File: src/ttc_regs.vh
`ifndef TTC_REGS_VH
`define TTC_REGS_VH
// Count clock select codes
`define TTC_SEL_EXT 3'h7
`define TTC_SEL_DIV_MAX 3'h6
`define TTC_PRE_ALL 7'h7F
// Output action codes
`define TTC_OUT_KEEP 2'h0
`define TTC_OUT_LOW 2'h1
`define TTC_OUT_HIGH 2'h2
`define TTC_OUT_TGL 2'h3
// Capture edge codes
`define TTC_EDGE_OFF 2'h0
`define TTC_EDGE_RISE 2'h1
`define TTC_EDGE_FALL 2'h2
`define TTC_EDGE_BOTH 2'h3
// Reset values
`define TTC_CNT_RST 16'h0000
`define TTC_CNT_MAX 16'hFFFF
`define TTC_PRE_RST 7'h00
`define TTC_SEL_RST 3'h0
`endif

File: src/ttc_timer.v
`timescale 1ns/1ps
`include "ttc_regs.vh"
// One timer: prescaler, counter, two compares, NCAP captures
module ttc_timer #(
    parameter NCAP = 2,
    parameter W = 16
) (
    input wire core_clk_in,
    input wire rst_n_in,
    input wire run_stop_bit_in,
    input wire [2:0] count_clock_select_in,
    input wire counter_clear_bit_in,
    input wire clear_on_match_in,
    input wire [1:0] out_sel_a_in,
    input wire [1:0] out_sel_b_in,
    input wire [W-1:0] compare_reg_a_in,
    input wire [W-1:0] compare_reg_b_in,
    input wire [2*NCAP-1:0] cap_edge_sel_in,
    input wire [NCAP-1:0] cap_pin_in,
    input wire ext_tick_in,
    input wire [NCAP+2:0] irq_en_in,
    input wire [NCAP+2:0] irq_clr_in,
    output reg [W-1:0] count_out,
    output wire [NCAP*W-1:0] capture_out,
    output reg compare_out_a,
    output reg compare_out_b,
    output reg [NCAP+2:0] irq_status_out,
    output wire irq_out
);
    reg [6:0] pre_r;
    reg [2:0] sel_r;
    wire [NCAP-1:0] cap_ev;
    reg tick;
    // Low prescaler bits that must all be set for a divided tick
    wire [6:0] div_mask = `TTC_PRE_ALL >> (`TTC_SEL_DIV_MAX - sel_r);
    wire match_a = (count_out == compare_reg_a_in);
    wire match_b = (count_out == compare_reg_b_in);
    wire ovf = tick && run_stop_bit_in && (count_out == `TTC_CNT_MAX);

    // Tick select: divided system clock or external tick
    always @* begin
        if (sel_r == `TTC_SEL_EXT)
            tick = ext_tick_in;
        else
            tick = ((pre_r & div_mask) == div_mask);
    end

    // Prescaler runs freely; clock select latches only while stopped
    always @(posedge core_clk_in or negedge rst_n_in) begin
        if (!rst_n_in) begin
            pre_r <= `TTC_PRE_RST;
            sel_r <= `TTC_SEL_RST;
        end else begin
            pre_r <= pre_r + 7'h01;
            if (!run_stop_bit_in)
                sel_r <= count_clock_select_in;
        end
    end

    // Counter: clear, compare clear, count
    always @(posedge core_clk_in or negedge rst_n_in) begin
        if (!rst_n_in)
            count_out <= `TTC_CNT_RST;
        else if (counter_clear_bit_in)
            count_out <= `TTC_CNT_RST;
        else if (run_stop_bit_in && tick) begin
            if (clear_on_match_in && match_b)
                count_out <= `TTC_CNT_RST;
            else
                count_out <= count_out + 16'h0001;
        end
    end

    // Compare outputs act on the count tick while matching
    always @(posedge core_clk_in or negedge rst_n_in) begin
        if (!rst_n_in) begin
            compare_out_a <= 1'b0;
            compare_out_b <= 1'b0;
        end else if (run_stop_bit_in && tick) begin
            if (match_a) begin
                case (out_sel_a_in)
                    `TTC_OUT_LOW: compare_out_a <= 1'b0;
                    `TTC_OUT_HIGH: compare_out_a <= 1'b1;
                    `TTC_OUT_TGL: compare_out_a <= ~compare_out_a;
                    default: compare_out_a <= compare_out_a;
                endcase
            end
            if (match_b) begin
                case (out_sel_b_in)
                    `TTC_OUT_LOW: compare_out_b <= 1'b0;
                    `TTC_OUT_HIGH: compare_out_b <= 1'b1;
                    `TTC_OUT_TGL: compare_out_b <= ~compare_out_b;
                    default: compare_out_b <= compare_out_b;
                endcase
            end
        end
    end

    genvar g;
    generate
        for (g = 0; g < NCAP; g = g + 1) begin : cap_g
            reg s1_r;
            reg s2_r;
            reg s3_r;
            reg [W-1:0] cap_r;
            wire [1:0] edge_sel = cap_edge_sel_in[2*g +: 2];
            // Selected edge between the last two stages; code 00 ignores
            assign cap_ev[g] =
                ((edge_sel == `TTC_EDGE_RISE) && s2_r && !s3_r) ||
                ((edge_sel == `TTC_EDGE_FALL) && !s2_r && s3_r) ||
                ((edge_sel == `TTC_EDGE_BOTH) && (s2_r != s3_r));
            assign capture_out[g*W +: W] = cap_r;
            // Two-stage synchroniser, edge stage, then capture register
            always @(posedge core_clk_in or negedge rst_n_in) begin
                if (!rst_n_in) begin
                    s1_r <= 1'b0;
                    s2_r <= 1'b0;
                    s3_r <= 1'b0;
                    cap_r <= `TTC_CNT_RST;
                end else begin
                    s1_r <= cap_pin_in[g];
                    s2_r <= s1_r;
                    s3_r <= s2_r;
                    if (cap_ev[g])
                        cap_r <= count_out;
                end
            end
        end
    endgenerate

    // Sticky flags: {captures, ovf, cmp_b, cmp_a}; set wins over clear
    wire [NCAP+2:0] ev = {cap_ev, ovf, run_stop_bit_in & tick & match_b,
        run_stop_bit_in & tick & match_a};
    always @(posedge core_clk_in or negedge rst_n_in) begin
        if (!rst_n_in)
            irq_status_out <= {(NCAP+3){1'b0}};
        else
            irq_status_out <= ev | (irq_status_out & ~irq_clr_in);
    end

    assign irq_out = |(irq_status_out & irq_en_in);
endmodule

File: src/ttc_top.v
`timescale 1ns/1ps
`include "ttc_regs.vh"
// Behaviour
// - Three 16-bit up counters; timer 0 five captures, others two.
// - Wrap from FFFF to 0000 flags an overflow event.
// - Each timer has own prescaler; external clock is shared.
// - Each capture input has selectable edge and optional interrupt.
// - Compare match drives its output pin to programmed level.
// - One interrupt per timer while any enabled flag is pending.
// - Clock selection only updates while the counter is stopped.
// - External clock rise increments count on third system edge.
// - Match when counter equals compare register value.
// - Compare B match with clear_on_match clears on next tick.
// - Compare A shows on output A, compare B on output B.
// - Counting and compare advance only on count clock ticks.
// - Capture inputs sampled each clock; pulses at least two clocks.
// - Two-stage synchroniser, then selected edge stores the count.
// - Select codes 0-6 divide by 2 to 128; 7 is external.
// - Output select: keep, low, high, toggle.
// - Counter clear strobe zeroes the counter; reads as zero.
// - Capture edge: off, rising, falling, both.
module ttc_top #(
    parameter W = 16
) (
    input wire core_clk_in,
    input wire rst_n_in,
    input wire ext_count_clock_in,
    input wire [2:0] run_stop_bit_in,
    input wire [8:0] count_clock_select_in,
    input wire [2:0] counter_clear_bit_in,
    input wire [2:0] clear_on_match_in,
    input wire [5:0] out_sel_a_in,
    input wire [5:0] out_sel_b_in,
    input wire [3*W-1:0] compare_reg_a_in,
    input wire [3*W-1:0] compare_reg_b_in,
    input wire [17:0] cap_edge_sel_in,
    input wire [8:0] capture_input_in,
    input wire [7:0] t0_irq_en_in,
    input wire [7:0] t0_irq_clr_in,
    input wire [4:0] t1_irq_en_in,
    input wire [4:0] t1_irq_clr_in,
    input wire [4:0] t2_irq_en_in,
    input wire [4:0] t2_irq_clr_in,
    output wire [3*W-1:0] count_out,
    output wire [9*W-1:0] capture_out,
    output wire [2:0] compare_out_a,
    output wire [2:0] compare_out_b,
    output wire [7:0] t0_irq_status_out,
    output wire [4:0] t1_irq_status_out,
    output wire [4:0] t2_irq_status_out,
    output wire [2:0] irq_out
);
    // External clock: two-stage sync plus edge stage; tick lands third edge
    reg ext_s1_r;
    reg ext_s2_r;
    reg ext_s3_r;
    always @(posedge core_clk_in or negedge rst_n_in) begin
        if (!rst_n_in) begin
            ext_s1_r <= 1'b0;
            ext_s2_r <= 1'b0;
            ext_s3_r <= 1'b0;
        end else begin
            ext_s1_r <= ext_count_clock_in;
            ext_s2_r <= ext_s1_r;
            ext_s3_r <= ext_s2_r;
        end
    end
    wire ext_tick = ext_s2_r & ~ext_s3_r;

    // Timer 0 with five captures
    ttc_timer #(.NCAP(5), .W(W)) u_t0 (
        .core_clk_in(core_clk_in),
        .rst_n_in(rst_n_in),
        .run_stop_bit_in(run_stop_bit_in[0]),
        .count_clock_select_in(count_clock_select_in[2:0]),
        .counter_clear_bit_in(counter_clear_bit_in[0]),
        .clear_on_match_in(clear_on_match_in[0]),
        .out_sel_a_in(out_sel_a_in[1:0]),
        .out_sel_b_in(out_sel_b_in[1:0]),
        .compare_reg_a_in(compare_reg_a_in[W-1:0]),
        .compare_reg_b_in(compare_reg_b_in[W-1:0]),
        .cap_edge_sel_in(cap_edge_sel_in[9:0]),
        .cap_pin_in(capture_input_in[4:0]),
        .ext_tick_in(ext_tick),
        .irq_en_in(t0_irq_en_in),
        .irq_clr_in(t0_irq_clr_in),
        .count_out(count_out[W-1:0]),
        .capture_out(capture_out[5*W-1:0]),
        .compare_out_a(compare_out_a[0]),
        .compare_out_b(compare_out_b[0]),
        .irq_status_out(t0_irq_status_out),
        .irq_out(irq_out[0])
    );

    // Timer 1 with two captures
    ttc_timer #(.NCAP(2), .W(W)) u_t1 (
        .core_clk_in(core_clk_in),
        .rst_n_in(rst_n_in),
        .run_stop_bit_in(run_stop_bit_in[1]),
        .count_clock_select_in(count_clock_select_in[5:3]),
        .counter_clear_bit_in(counter_clear_bit_in[1]),
        .clear_on_match_in(clear_on_match_in[1]),
        .out_sel_a_in(out_sel_a_in[3:2]),
        .out_sel_b_in(out_sel_b_in[3:2]),
        .compare_reg_a_in(compare_reg_a_in[2*W-1:W]),
        .compare_reg_b_in(compare_reg_b_in[2*W-1:W]),
        .cap_edge_sel_in(cap_edge_sel_in[13:10]),
        .cap_pin_in(capture_input_in[6:5]),
        .ext_tick_in(ext_tick),
        .irq_en_in(t1_irq_en_in),
        .irq_clr_in(t1_irq_clr_in),
        .count_out(count_out[2*W-1:W]),
        .capture_out(capture_out[7*W-1:5*W]),
        .compare_out_a(compare_out_a[1]),
        .compare_out_b(compare_out_b[1]),
        .irq_status_out(t1_irq_status_out),
        .irq_out(irq_out[1])
    );

    // Timer 2 with two captures
    ttc_timer #(.NCAP(2), .W(W)) u_t2 (
        .core_clk_in(core_clk_in),
        .rst_n_in(rst_n_in),
        .run_stop_bit_in(run_stop_bit_in[2]),
        .count_clock_select_in(count_clock_select_in[8:6]),
        .counter_clear_bit_in(counter_clear_bit_in[2]),
        .clear_on_match_in(clear_on_match_in[2]),
        .out_sel_a_in(out_sel_a_in[5:4]),
        .out_sel_b_in(out_sel_b_in[5:4]),
        .compare_reg_a_in(compare_reg_a_in[3*W-1:2*W]),
        .compare_reg_b_in(compare_reg_b_in[3*W-1:2*W]),
        .cap_edge_sel_in(cap_edge_sel_in[17:14]),
        .cap_pin_in(capture_input_in[8:7]),
        .ext_tick_in(ext_tick),
        .irq_en_in(t2_irq_en_in),
        .irq_clr_in(t2_irq_clr_in),
        .count_out(count_out[3*W-1:2*W]),
        .capture_out(capture_out[9*W-1:7*W]),
        .compare_out_a(compare_out_a[2]),
        .compare_out_b(compare_out_b[2]),
        .irq_status_out(t2_irq_status_out),
        .irq_out(irq_out[2])
    );
endmodule

File: config.mk
export PLATFORM = sky130hd
export DESIGN_NAME = ttc_top
export DESIGN_NICKNAME = d
export VERILOG_FILES = /design/src/ttc_timer.v /design/src/ttc_top.v
export VERILOG_INCLUDE_DIRS = /design/src /design/src/src
export SDC_FILE = /design/constraint.sdc
export NUM_CORES = 1
export LEC_CHECK = 0
export ABC_AREA = 1
export ABC_CLOCK_PERIOD_IN_PS = 4400
export BUFFER_PORTS_ARGS = -buffer_cell sky130_fd_sc_hd__buf_2
export CAP_MARGIN = 20
export CORE_ASPECT_RATIO = 1.75
export CORE_MARGIN = 3
export CORE_UTILIZATION = 55
export DETAILED_ROUTE_END_ITERATION = 10
export HOLD_SLACK_MARGIN = 0.08
export PLACE_DENSITY_LB_ADDON = 0.3
export SLEW_MARGIN = 20
export SYNTH_ARGS = -nofsm -noshare
export SYNTH_HDL_FRONTEND = slang
export SYNTH_SLANG_ARGS = --single-unit
File: constraint.sdc
create_clock -name core_clk_in -period 4.4 [get_ports core_clk_in]
set_input_delay 0.44 -clock core_clk_in [delete_from_list [all_inputs] [get_ports core_clk_in]]
set_output_delay 0.44 -clock core_clk_in [all_outputs]
set_load 0.02 [all_outputs]
# Word-level counts from Yosys, hierarchy flattened
# Index checks and enable logic that the tools add are counted.
# word_totals
output_inout_bits	219
inputBits	192
latch_bits	0
n_memories	0
word_cells	296
regBits	276
romBits	0
mem_bits_rw	0
# op_classes
n_mul	0
order_cmp	0
eq_ne	69
n_reduce_logical	108
n_shift	3
bitwise	32
n_div	0
mux	18
addsub	9
# op_table
op	count
16-bit two-way mux	9
16-bit equality test	6
2-bit equality test (second input constant)	30
1-bit logical AND	54
16-bit by 1-bit adder with 16-bit output (second input constant)	3
16-bit equality test (second input constant)	3
2-bit by 1-bit equality test with 1-bit output (second input constant)	15
7-bit by 1-bit adder with 7-bit output (second input constant)	3
7-bit bitwise AND	3
7-bit equality test	3
7-bit by 3-bit right shift with 7-bit output (first input constant)	3
5-bit bitwise AND	4
1-bit logical NOT	18
1-bit logical OR	18
1-bit case mux with 3 select lines	6
3-bit AND reduction	6
3-bit nonzero test	6
8-bit bitwise AND	2
1-bit bitwise AND	10
5-bit inverter	2
5-bit OR	2
5-bit OR reduction	2
3-bit equality test (second input constant)	3
1-bit inequality test	9
7 further kinds	19

# Logic depth before layout (Yosys ltp)
# Gate-level depths: netlist (run 1).
# logic_depth
ltp_word	8
depth_mapped	13
mapped_depth_nobuf	13

# Modules after synthesis
# Synthesis (run 1) repeated with hierarchy kept, for this count alone.
# hier_totals
cells_unflattened	1705
hier_area_um2	13731.9
# by_module_without_submodules
module	area_each_um2	instances	cells_each	seq_area_each_um2
ttc_timer (u_t0)	5865.6	1	687	3278.1
ttc_timer (u_t2)	3927.5	1	532	1776.7
ttc_timer (u_t1)	3853.7	1	481	1776.7
ttc_top	85.1	1	5	75.1

# Worst setup path before layout (run 1)
# OpenSTA, ideal clock, no wires.
# synth_timing
kind	register to register
from	register u_t1.sel_r[0]
to	register u_t1.count_out[0]
path_slack_ns	2.489
setup_ns	0.119
arrival_ns	1.792
path_stages_with_launch	14
synth_period_minus_slack_ns	1.911
t_required_ns	4.281
cell_sequence	dfrtp_1 ha_1 ha_1 inv_1 nand2_1 nand2_1 nand2_1 nor2_1 nand2_1 a21oi_4 nor2_4 buf_6 nand2_1 nand2_1
# synth_via
elab_chain_cells	7
# synth_lines
element	line	text
start, declared	ttc_timer.v:31	reg [2:0] sel_r;
start signal, assigned	ttc_timer.v:52	sel_r <= `TTC_SEL_RST;
start signal, assigned	ttc_timer.v:56	sel_r <= count_clock_select_in;
3-bit subtractor (no source line)	-	
7-bit by 3-bit right shift with 7-bit output (no source line)	-	
7-bit bitwise AND	ttc_timer.v:45	tick = ((pre_r & div_mask) == div_mask);
7-bit equality test	ttc_timer.v:45	
1-bit two-way mux (*)	ttc_timer.v:42	if (sel_r == `TTC_SEL_EXT)
1-bit logical AND (*)	ttc_timer.v:66	else if (run_stop_bit_in && tick) begin
2-bit nonzero test (no source line) (*)	-	
end signal, assigned	ttc_timer.v:65	count_out <= `TTC_CNT_RST;
end signal, assigned	ttc_timer.v:68	count_out <= `TTC_CNT_RST;
end signal, assigned	ttc_timer.v:70	count_out <= count_out + 16'h0001;
end, declared	ttc_timer.v:23	output reg [W-1:0] count_out,
# Mark *: on every way between the ends. The rest lies on a longest branch, timed or not.
# A chain may end at the register's enable or synchronous reset.

# Worst setup path after layout (run 1)
# layout_timing
from	register u_t1.sel_r[1]
to	register u_t1.count_out[12]
# The elaborated chain is that of the path after synthesis.

==> results of run 1 <==
==> layer usage <==
| metal | vias to the layer above | routed length [µm] | track usage (%) | part of all wire [%] |
|---|---|---|---|---|
| met5 | - | 13 | 0 | 0.032 |
| met4 | 2 | 2220 | 14.6 | 5.5 |
| met3 | 136 | 2560 | 4.05 | 6.3 |
| met2 | 567 | 21700 | 54.6 | 53 |
| met1 | 5952 | 14300 | 32.7 | 35 |
| li1 | 5973 | - | - | - |
==> state kept, by name, indices dropped and copies added, names as in the netlist, 7 cells and up <==
signal and cells:
u_t0.count_out 16, u_t0.pre_r 7, u_t1.pre_r 7, u_t2.pre_r 7
u_t2.cap_g.cap_r 32, u_t0.irq_status_out 8, u_t1.count_out 16, u_t0.cap_g.cap_r 80
u_t1.cap_g.cap_r 32, u_t2.count_out 16
==> power groups by stage <==
stage | sequential [mW] | clock, mW | combinational, mW
finish | 2.63 | 2.17 | 0.541
floorplan | 2.70 | 0 | 0.260
CTS | 2.63 | 2.21 | 0.544
global route | 2.63 | 2.31 | 0.605
global placement | 2.67 | 0 | 0.512
detailed placement | 2.67 | 0 | 0.526
==> what timing repair did <==
item / CTS / global route
endpoints found under the hold margin: 106 / 0
setup buffers: 0 / 0
hold buffers: 21 / 0
==> cell usage in the layout (no fill, tap or decap), drive strengths merged, types with 21 or more instances in the layout <==
cell type / count
nand2: 593
buf: 414
dfrtp: 276
inv: 174
o21ai: 135
nor2: 113
xor2: 99
nand4: 63
nand3: 41
clkbuf: 31
dlygate4sd3: 21
==> logic make-up (layout without fill, tap and decap cells) <==
group	Yosys count	count (layout)	share of synthesized area (%)
and+or+nand+nor	833	833	25.4
DFF	276	276	50.5
buffers and inverters	258	655	8.33
AOI/OAI and AO/OA	165	165	6.61
xor gates and xnor gates	111	111	7.10
adders and majority gates	18	18	1.65
muxes	6	6	0.494
==> per-stage QoR <==
step	instances	utilization [%]	hold slack, ns
6_report	2372	69.1	0.106
3_3_place_gp	2306	64.9	0.333
2_1_floorplan	1667	-	0.144
3_5_place_dp	2306	64.9	0.337
5_1_grt	2372	69.1	0.0895
4_1_cts	2372	69.1	0.0807
==> final timing paths <==
path	start	end	depth (start not counted)
min in group asynchronous	rst_n_in	u_t0.cap_g[4].cap_r[3]	2
hold / removal	t2_irq_clr_in[1]	u_t2.irq_status_out[1]	2
setup reg to reg	u_t1.sel_r[1]	u_t1.count_out[12]	12
setup / recovery	u_t1.sel_r[1]	u_t1.count_out[12]	12
max in group asynchronous	rst_n_in	u_t2.cap_g[0].cap_r[6]	3
hold reg to reg	u_t1.cap_g[1].s1_r	u_t1.cap_g[1].s2_r	0
==> layout make-up <==
class                   instances  share of cell area [%]
flip-flops and latches        276                    41.3
multi-input cells            1133                    33.7
repair buffers                435                    13.9
clock buffers                  31                    4.00
inverters                     175                    3.93
well taps                     308                    2.30
clock inverters                14                   0.816
==> run summary, run 1 <==
Pwr dens = 319 nW/µm²
Slew @ Worst Pin = 1.04 ns
First-pass detailed-route iteration total = 5
Async set-reset flop share out of synthesis = 100%
Mean Syn Cell Area = 8.21 µm²
Reg2Reg Setup Slack = 2.11 ns
Number of synthesized register bits = 276
CTS resizes = 0
Power share of the clock group = 40.6%
Max-cap violation count = 0
Crit. End Element = register
Global placement routability congestion = 0.914
Worst EP required = 4.81 ns
Clk pin slew, worst setup/hold paths = 0.07 ns
Area of the multi-input gates = 5640 µm²
CP Launch Type = register
Internal = 3.98 mW
Initial Util = 56.5%
Yosys Warn Count = 0
Vias per std cell = 5.32
PortBufs = 410
Vias in the first global route = 12500
Final non-filler cell area = 16700 µm²
TritonCTS clock tree = built
DIE WIDTH = 125 µm
Crit-path max cell delay = 0.46 ns
First-pass GRT wire length = 64600 µm
Synth top area share = 50.5%
Post-route minimum period = 2.29 ns
Hold Crit Class = in -> reg
Fillers = 1992
Grt total ovfl = 0
Hold Fails Final Rpt = 0
Avg WL per Cell = 17.2 µm
Clock Sinks = 276
Switch Pwr = 1.35 mW
Top cells by count, synth = nand2_1 (593), dfrtp_1 (276), inv_1 (153)
Comb power frac = 10.1%
Crit path cell chain = ha_1 -> ha_1 -> inv_1 -> nand2_1 -> nand2_1 -> nand2_1 -> nor2_1 -> nand2_1 -> a21oi_4 -> nor2_4 -> nand2_1 -> nand2_1
Outcome = finished clean
Register area share after synthesis = 50.5%
Total track usage = 29.4%
Syn Inst Count = 1667
Cell row count = 75
Switching share of total power = 25.4%
Critical Path AT = 2.70 ns
Setup TNS = 0 ns
H-tree Lvls = 1
Synth Flop Type = dfrtp_1
Worst Path Max Fanout = 17
Fin. max-slew vios = 0
Initial antenna violation count = 1
Fmax = 436 MHz
Worst path most repeated cell = nand2_1
Pre-CTS setup slack = 2.14 ns
Die Ht = 215 µm
IR Drop Worst-Case VDD = 280 µV
Relative slew slack = 30.8%
CTS buffer count = 25
CP delay by family, top = simple AND/OR/NAND/NOR gates
Drt initial violations = 718
# DRC = 0
Leakage = 9.57 nW
Diode count = 0
Die footprint = 26900 µm²
Top-level port count = 411
Worst skew pair latency = 0.52 ns
Final ANT Viol Nets = 0
Skew final = 0.0107 ns
Clock Path Buffers = 3
Core area = 24200 µm²
Largest cells by area after synthesis = dfrtp_1 (50%), nand2_1 (16%), xor2_1 (6.3%)
Fin nets = 2256
Sequential cell area = 6910 µm²
Worst setup path class = reg -> reg
Cell taking the most area after synthesis = dfrtp_1
Count of cell types in the netlist = 34
Number of synthesized flops with an enable pin = 0
Worst setup margin = 2.11 ns
Post-Syn Nets = 1877
Worst Path Buf+Inv = 1
Vias = 12600
Dpl hpwl = 30200 µm
Layout cells sized above 1 = 24.6%
RSZ-0062 raised after global routing = false
Largest net degree at the start of global routing = 126
Placement Cell Area = 15700 µm²
Cell Area, Synth = 13700 µm²
Power, Total = 5.33 mW
Tcrit/Tclk final = 52.1%
Sequential fraction of design power = 49.3%
Most frequent cell after synthesis = nand2_1
Final WL = 40700 µm
Setup violations, final = 0
P&R area growth vs syn = 22.2%
Worst path slowest cell = a21oi_4
Root buffer cell = clkbuf_16
Power figures use the tool's default switching activity.
==> run 2, diff against run 1 <==
--- a/config.mk
+++ b/config.mk
@@ -7,12 +7,12 @@
 export NUM_CORES = 1
 export LEC_CHECK = 0
 export ABC_AREA = 1
-export ABC_CLOCK_PERIOD_IN_PS = 4400
+export ABC_CLOCK_PERIOD_IN_PS = 2300
 export BUFFER_PORTS_ARGS = -buffer_cell sky130_fd_sc_hd__buf_2
 export CAP_MARGIN = 20
 export CORE_ASPECT_RATIO = 1.75
 export CORE_MARGIN = 3
-export CORE_UTILIZATION = 55
+export CORE_UTILIZATION = 52
 export DETAILED_ROUTE_END_ITERATION = 10
 export HOLD_SLACK_MARGIN = 0.08
 export PLACE_DENSITY_LB_ADDON = 0.3
==> constraint.sdc (replaced) <==
create_clock -name core_clk_in -period 2.3 [get_ports core_clk_in]
set_input_delay 0.23 -clock core_clk_in [delete_from_list [all_inputs] [get_ports core_clk_in]]
set_output_delay 0.23 -clock core_clk_in [all_outputs]
set_load 0.02 [all_outputs]
==> run summary, run 2 (synthesized netlist as in run 1, its figures left out) <==
Biggest register = u_t0.cap_g.cap_r
Grt total ovfl = 0 (unchanged)
Critical Path AT = 2.62 ns (-0.08 ns)
Top-level port count = 411 (unchanged)
Hold Crit Class = in -> reg
First-pass GRT wire length = 65200 µm (+0.90%)
H-tree Lvls = 1 (unchanged)
Cell row count = 78 (+4.0%)
Most common cell after layout, fill and taps aside = nand2_1
Vias = 12800 (+1.7%)
Die footprint = 28400 µm² (+5.5%)
Clk pin slew, worst setup/hold paths = 0.06 ns (about the same)
Total track usage = 28.9% (-0.55 points)
Final ANT Viol Nets = 0 (unchanged)
Worst EP required = 2.77 ns (-2.04 ns)
Worst Path Max Fanout = 7 (-10)
Slew @ Worst Pin = 0.850 ns (-0.185 ns)
Largest net degree at the start of global routing = 71 (-44%)
Final WL = 42100 µm (+3.5%)
Root buffer cell = clkbuf_16
Initial antenna violation count = 4 (+3)
Worst path slowest cell = dfrtp_1
Crit-path max cell delay = 0.42 ns (-0.04 ns)
Initial Util = 52.7% (-3.8 points)
# DRC = 0 (unchanged)
Final core utilization = 67.1% (-1.9 points)
Setup violations, final = 0 (unchanged)
Skew final = 0.0121 ns (+0.00142 ns)
Layout cells sized above 1 = 25.2% (+0.56 points)
Fmax = 466 MHz (+6.9%)
CP Launch Type = register
Core area = 26000 µm² (+7.2%)
Dpl hpwl = 31000 µm (+2.7%)
Avg WL per Cell = 17.2 µm (about the same)
Outcome = finished clean
Crit path cell chain = ha_1 -> ha_1 -> o21ai_1 -> nand2_1 -> nor2_1 -> nand2_1 -> a21oi_4 -> buf_4 -> nand4_1 -> nand2_1
Min Hold Slack = 0.110 ns (+0.00356 ns)
Relative slew slack = 43.2% (+12 points)
Worst path most repeated cell = nand2_1
CTS resizes = 0 (unchanged)
Pwr dens = 606 nW/µm² (+90%)
Worst skew pair latency = 0.54 ns (+0.02 ns)
Vias per std cell = 5.23 (-1.8%)
Commonest non-fill, non-tap cells in the layout = nand2_1 (593), buf_2 (409), dfrtp_1 (276), inv_1 (153), o21ai_0 (132)
RSZ-0062 raised after global routing = false
Fin. max-slew vios = 0 (unchanged)
Clock Sinks = 276 (unchanged)
Fin nets = 2325 (+3.1%)
IR Drop Worst-Case VDD = 657 µV (+130%)
Global placement routability congestion = 0.948 (+3.8%)
PortBufs = 410 (unchanged)
Final non-filler cell area = 17400 µm² (+4.2%)
Post-route minimum period = 2.15 ns (-0.148 ns)
Vias in the first global route = 12800 (+2.2%)
Worst setup path class = reg -> reg
Leakage = 9.91 nW (+3.6%)
Largest regs = u_t0.cap_g.cap_r: 80 flops, u_t1.cap_g.cap_r: 32 flops, u_t2.cap_g.cap_r: 32 flops
Drt initial violations = 724 (+0.84%)
Crit. End Element = register
P&R area growth vs syn = 27.3%
Max-cap violation count = 0 (unchanged)
Setup TNS = 0 ns (unchanged)
Hold Fails Final Rpt = 0 (unchanged)
Placement Cell Area = 15900 µm² (+1.5%)
First-pass detailed-route iteration total = 5 (unchanged)
Max reg flops = 80 (unchanged)
Clock Path Buffers = 3 (unchanged)
TritonCTS clock tree = built
Die Ht = 221 µm (+2.8%)
CTS buffer count = 26 (+4.0%)
DIE WIDTH = 129 µm (+2.7%)
Tcrit/Tclk final = 93.3% (+41 points)
run 2: cell count changes in the layout (fill, tap and decap cells not counted), sizes merged:
cell         change
clkbuf           +4
buf             +28
dlygate4sd3     +40
diode            +3
clkinv           -3
run 2: stage by stage:
step	total power, mW	setup WS (ns)	instances
2_1_floorplan	5.66	0.389	1667
3_3_place_gp	6.13	0.310	2346
3_5_place_dp	6.16	0.192	2346
4_1_cts	10.6	0.157	2453
5_1_grt	11.0	0.0245	2456
6_report	10.6	0.154	2456
run 2: worst paths after layout:
path	startpoint	to	slack [ns]	cells past startpoint
setup / recovery	u_t0.sel_r[1]	u_t0.count_out[3]	0.15	10
hold / removal	out_sel_a_in[1]	u_t0.compare_out_a	0.11	4
setup reg to reg	u_t0.sel_r[1]	u_t0.count_out[3]	0.15	10
hold reg to reg	u_t2.cap_g[1].s1_r	u_t2.cap_g[1].s2_r	0.35	0
max in group asynchronous	rst_n_in	u_t1.cap_g[0].s3_r	1.37	3
min in group asynchronous	rst_n_in	u_t1.cap_g[1].cap_r[2]	0.27	2
run 2: what timing repair did:
item / CTS / global route
hold buffers: 61 / 0
setup buffers: 0 / 0
hold endpoints to repair: 147 / 0
endpoints found under the setup margin: 0 / 0
run 2: report_power, final:
part | internal [mW] | leakage, nW | switching [mW]
clock | 2.50 | 0.423 | 1.89
combinational | 0.451 | 5.80 | 0.699
sequential | 4.95 | 3.69 | 0.0824
run 2: area by class of cell:
type	instances	area (µm²)
inverters	175	657
multi-input cells	1133	5640
diodes	3	7.51
clock inverters	11	118
repair buffers	503	2950
flip-flops and latches	276	6910
fillers	2121	8530
clock buffers	35	746
well taps	320	400
run 2: routing by layer:
| metal | global-route usage (%) | routed length, µm |
|---|---|---|
| met5 | 0 | 13 |
| met4 | 16.6 | 2360 |
| met1 | 30.9 | 14500 |
| met2 | 52.6 | 22300 |
| met3 | 5.10 | 2930 |
run 2: worst max-delay path, delay by kind of cell, from the launching register on:
kind	cells	cell delay [ns]
compound gates	2	0.46
fa+ha+maj	2	0.52
buf+inv	1	0.21
flops	1	0.42
simple gates	5	0.48
==> run 3, diff against run 2 <==
==> constraint.sdc (replaced) <==
create_clock -name core_clk_in -period 2.3 [get_ports core_clk_in]
set_input_delay 0 -clock core_clk_in [delete_from_list [all_inputs] [get_ports core_clk_in]]
set_output_delay 0 -clock core_clk_in [all_outputs]
set_load 0.02 [all_outputs]
==> run summary, run 3 (synthesized netlist as in run 1, its figures left out) <==
Outcome = finished clean
CP Launch Type = register
Reg2Reg Setup Slack = 0.07 ns (-0.08 ns)
Vias in the first global route = 13200 (+2.8%)
Dpl hpwl = 31100 µm (+0.51%)
Vias per std cell = 5.28 (+0.97%)
Worst path slowest cell = dlygate4sd3_1
Fin. max-slew vios = 0 (unchanged)
Drt initial violations = 762 (+5.2%)
Top-level port count = 411 (unchanged)
Max-cap violation count = 0 (unchanged)
Relative slew slack = 42.4% (-0.75 points)
PortBufs = 410 (unchanged)
Pwr dens = 626 nW/µm² (+3.2%)
Clock Path Buffers = 3 (unchanged)
Hold EP = u_t1.irq_status_out[1]
H-tree Lvls = 1 (unchanged)
Total track usage = 30.0% (+1.1 points)
Final core utilization = 70.2% (+3.1 points)
Largest regs = u_t0.cap_g.cap_r: 80 flops, u_t1.cap_g.cap_r: 32 flops, u_t2.cap_g.cap_r: 32 flops
Clock Sinks = 276 (unchanged)
Reg-to-Reg Start = u_t0.count_out[15]
Final non-filler cell area = 18200 µm² (+4.6%)
P&R area growth vs syn = 33.2%
RR Endpoint = u_t0.compare_out_b
Hold Path Stages = 8 (+4)
RSZ-0062 raised after global routing = false
Core area = 26000 µm² (unchanged)
# DRC = 0 (unchanged)
Post-Place Cells = 2344 (-0.085%)
R2R depth = 10 (unchanged)
First-pass GRT wire length = 67500 µm (+3.6%)
Fillers = 1932 (-8.9%)
Leakage = 10.2 nW (+3.1%)
Layout cells sized above 1 = 25.6% (+0.42 points)
Most common cell after layout, fill and taps aside = nand2_1
First-pass detailed-route iteration total = 5 (unchanged)
Initial antenna violation count = 2 (-2)
Setup violations, final = 0 (unchanged)
TritonCTS clock tree = built
Die footprint = 28400 µm² (unchanged)
Setup TNS = 0 ns (unchanged)
Power, Total = 11.4 mW (+8.0%)
Tcrit/Tclk final = 96.8% (+3.5 points)
Slew @ Worst Pin = 0.862 ns (+0.0112 ns)
Grt total ovfl = 0 (unchanged)
Critical Path AT = 2.65 ns (+0.03 ns)
Commonest non-fill, non-tap cells in the layout = nand2_1 (593), buf_2 (409), dfrtp_1 (259), inv_1 (153), o21ai_0 (132)
Hold Fails Final Rpt = 0 (unchanged)
Fmax = 449 MHz (-3.6%)
Worst Path Max Fanout = 7 (unchanged)
Biggest register = u_t0.cap_g.cap_r
Max reg flops = 80 (unchanged)
Fin nets = 2386 (+2.6%)
Hold Crit Class = in -> reg
Worst skew pair latency = 0.54 ns (about the same)
DIE WIDTH = 129 µm (unchanged)
Initial Util = 52.7% (unchanged)
Die Ht = 221 µm (unchanged)
Final ANT Viol Nets = 0 (unchanged)
Crit-path max cell delay = 0.59 ns (+0.17 ns)
Fin cells = 2517 (+2.5%)
Avg WL per Cell = 17.6 µm (+2.4%)
Worst path most repeated cell = nand2_1
CTS buffer count = 26 (unchanged)
Vias = 13300 (+3.5%)
Final WL = 44200 µm (+4.9%)
Hold Path Origin = compare_reg_b_in[31]
Largest net degree at the start of global routing = 75 (+5.6%)
Post-route minimum period = 2.23 ns (+0.0802 ns)
Global placement routability congestion = 0.932 (-1.6%)
Worst setup path class = reg -> reg
Crit path cell chain = inv_2 -> nand2_1 -> nand2_1 -> nor2_1 -> nand2_1 -> nor2_4 -> dlygate4sd3_1 -> nand2_1 -> o21ai_0 -> nand2_1
Skew final = 0.0137 ns (+0.00155 ns)
Crit. End Element = register
Placement Cell Area = 15900 µm² (about the same)
IR Drop Worst-Case VDD = 485 µV (-26%)
Worst Path Buf+Inv = 2 (+1)
Cell row count = 78 (unchanged)
Root buffer cell = clkbuf_16
Clk pin slew, worst setup/hold paths = 0.07 ns (about the same)
CP delay by family, top = buffers and inverters
Worst EP required = 2.72 ns (-0.05 ns)
==> run 3: report_power, final <==
group	internal (mW)	total, mW	switching [mW]
Sequential	4.95	5.03	0.0810
Combinational	0.520	1.25	0.730
Clock	3.20	5.14	1.93
==> run 3: worst max-delay path by stage <==
stage,from,end,slack (ns),cells past startpoint
floorplan,u_t1.sel_r[0],u_t1.count_out[0],0.39,13
global placement,u_t0.sel_r[0],u_t0.count_out[14],0.33,12
detailed placement,u_t0.sel_r[1],u_t0.count_out[6],0.23,12
CTS,u_t0.count_out[12],u_t0.compare_out_b,0.02,10
global route,u_t0.count_out[15],u_t0.compare_out_b,0.0001,10
finish,u_t0.count_out[15],u_t0.compare_out_b,0.07,10
==> run 3: layer usage <==
layer,wire length (µm),track usage [%]
met5,13,0
met4,2850,17.2
met3,2960,4.37
met2,23200,55.2
met1,15200,32.3
==> run 3: layout make-up <==
| type | count | area, µm² | share of cell area [%] |
|---|---|---|---|
| clock buffers | 34 | 752 | 4.13 |
| inverters | 175 | 657 | 3.60 |
| diodes | 1 | 2.50 | 0.0137 |
| well taps | 320 | 400 | 2.20 |
| flip-flops and latches | 276 | 6930 | 38.0 |
| multi-input cells | 1134 | 5660 | 31.1 |
| repair buffers | 563 | 3550 | 19.5 |
| clock inverters | 14 | 279 | 1.53 |
==> run 3: worst min-delay path: stages <==
cell	delay, ns
buf_2	0.09
nand2_1	0.05
nand2_1	0.05
nor2_1	0.04
nand2_1	0.07
nor2_2	0.06
nand2_1	0.15
o22ai_1	0.09
==> run 3: repair_timing <==
action | CTS | global route
setup buffers | 0 | 4
hold endpoints to repair | 388 | 0
hold buffers | 119 | 0
setup endpoints to repair | 0 | 36
gates resized for setup | 0 | 20
==> run 3: per-stage QoR <==
step                      hold slack, ns  worst slack [ns]
final                              0.108            0.0739
after global placement            0.0152             0.329
after CTS                         0.0815            0.0167
after global routing               0.104          0.000105
after detailed placement          0.0293             0.234
after floorplan                   -0.296             0.389
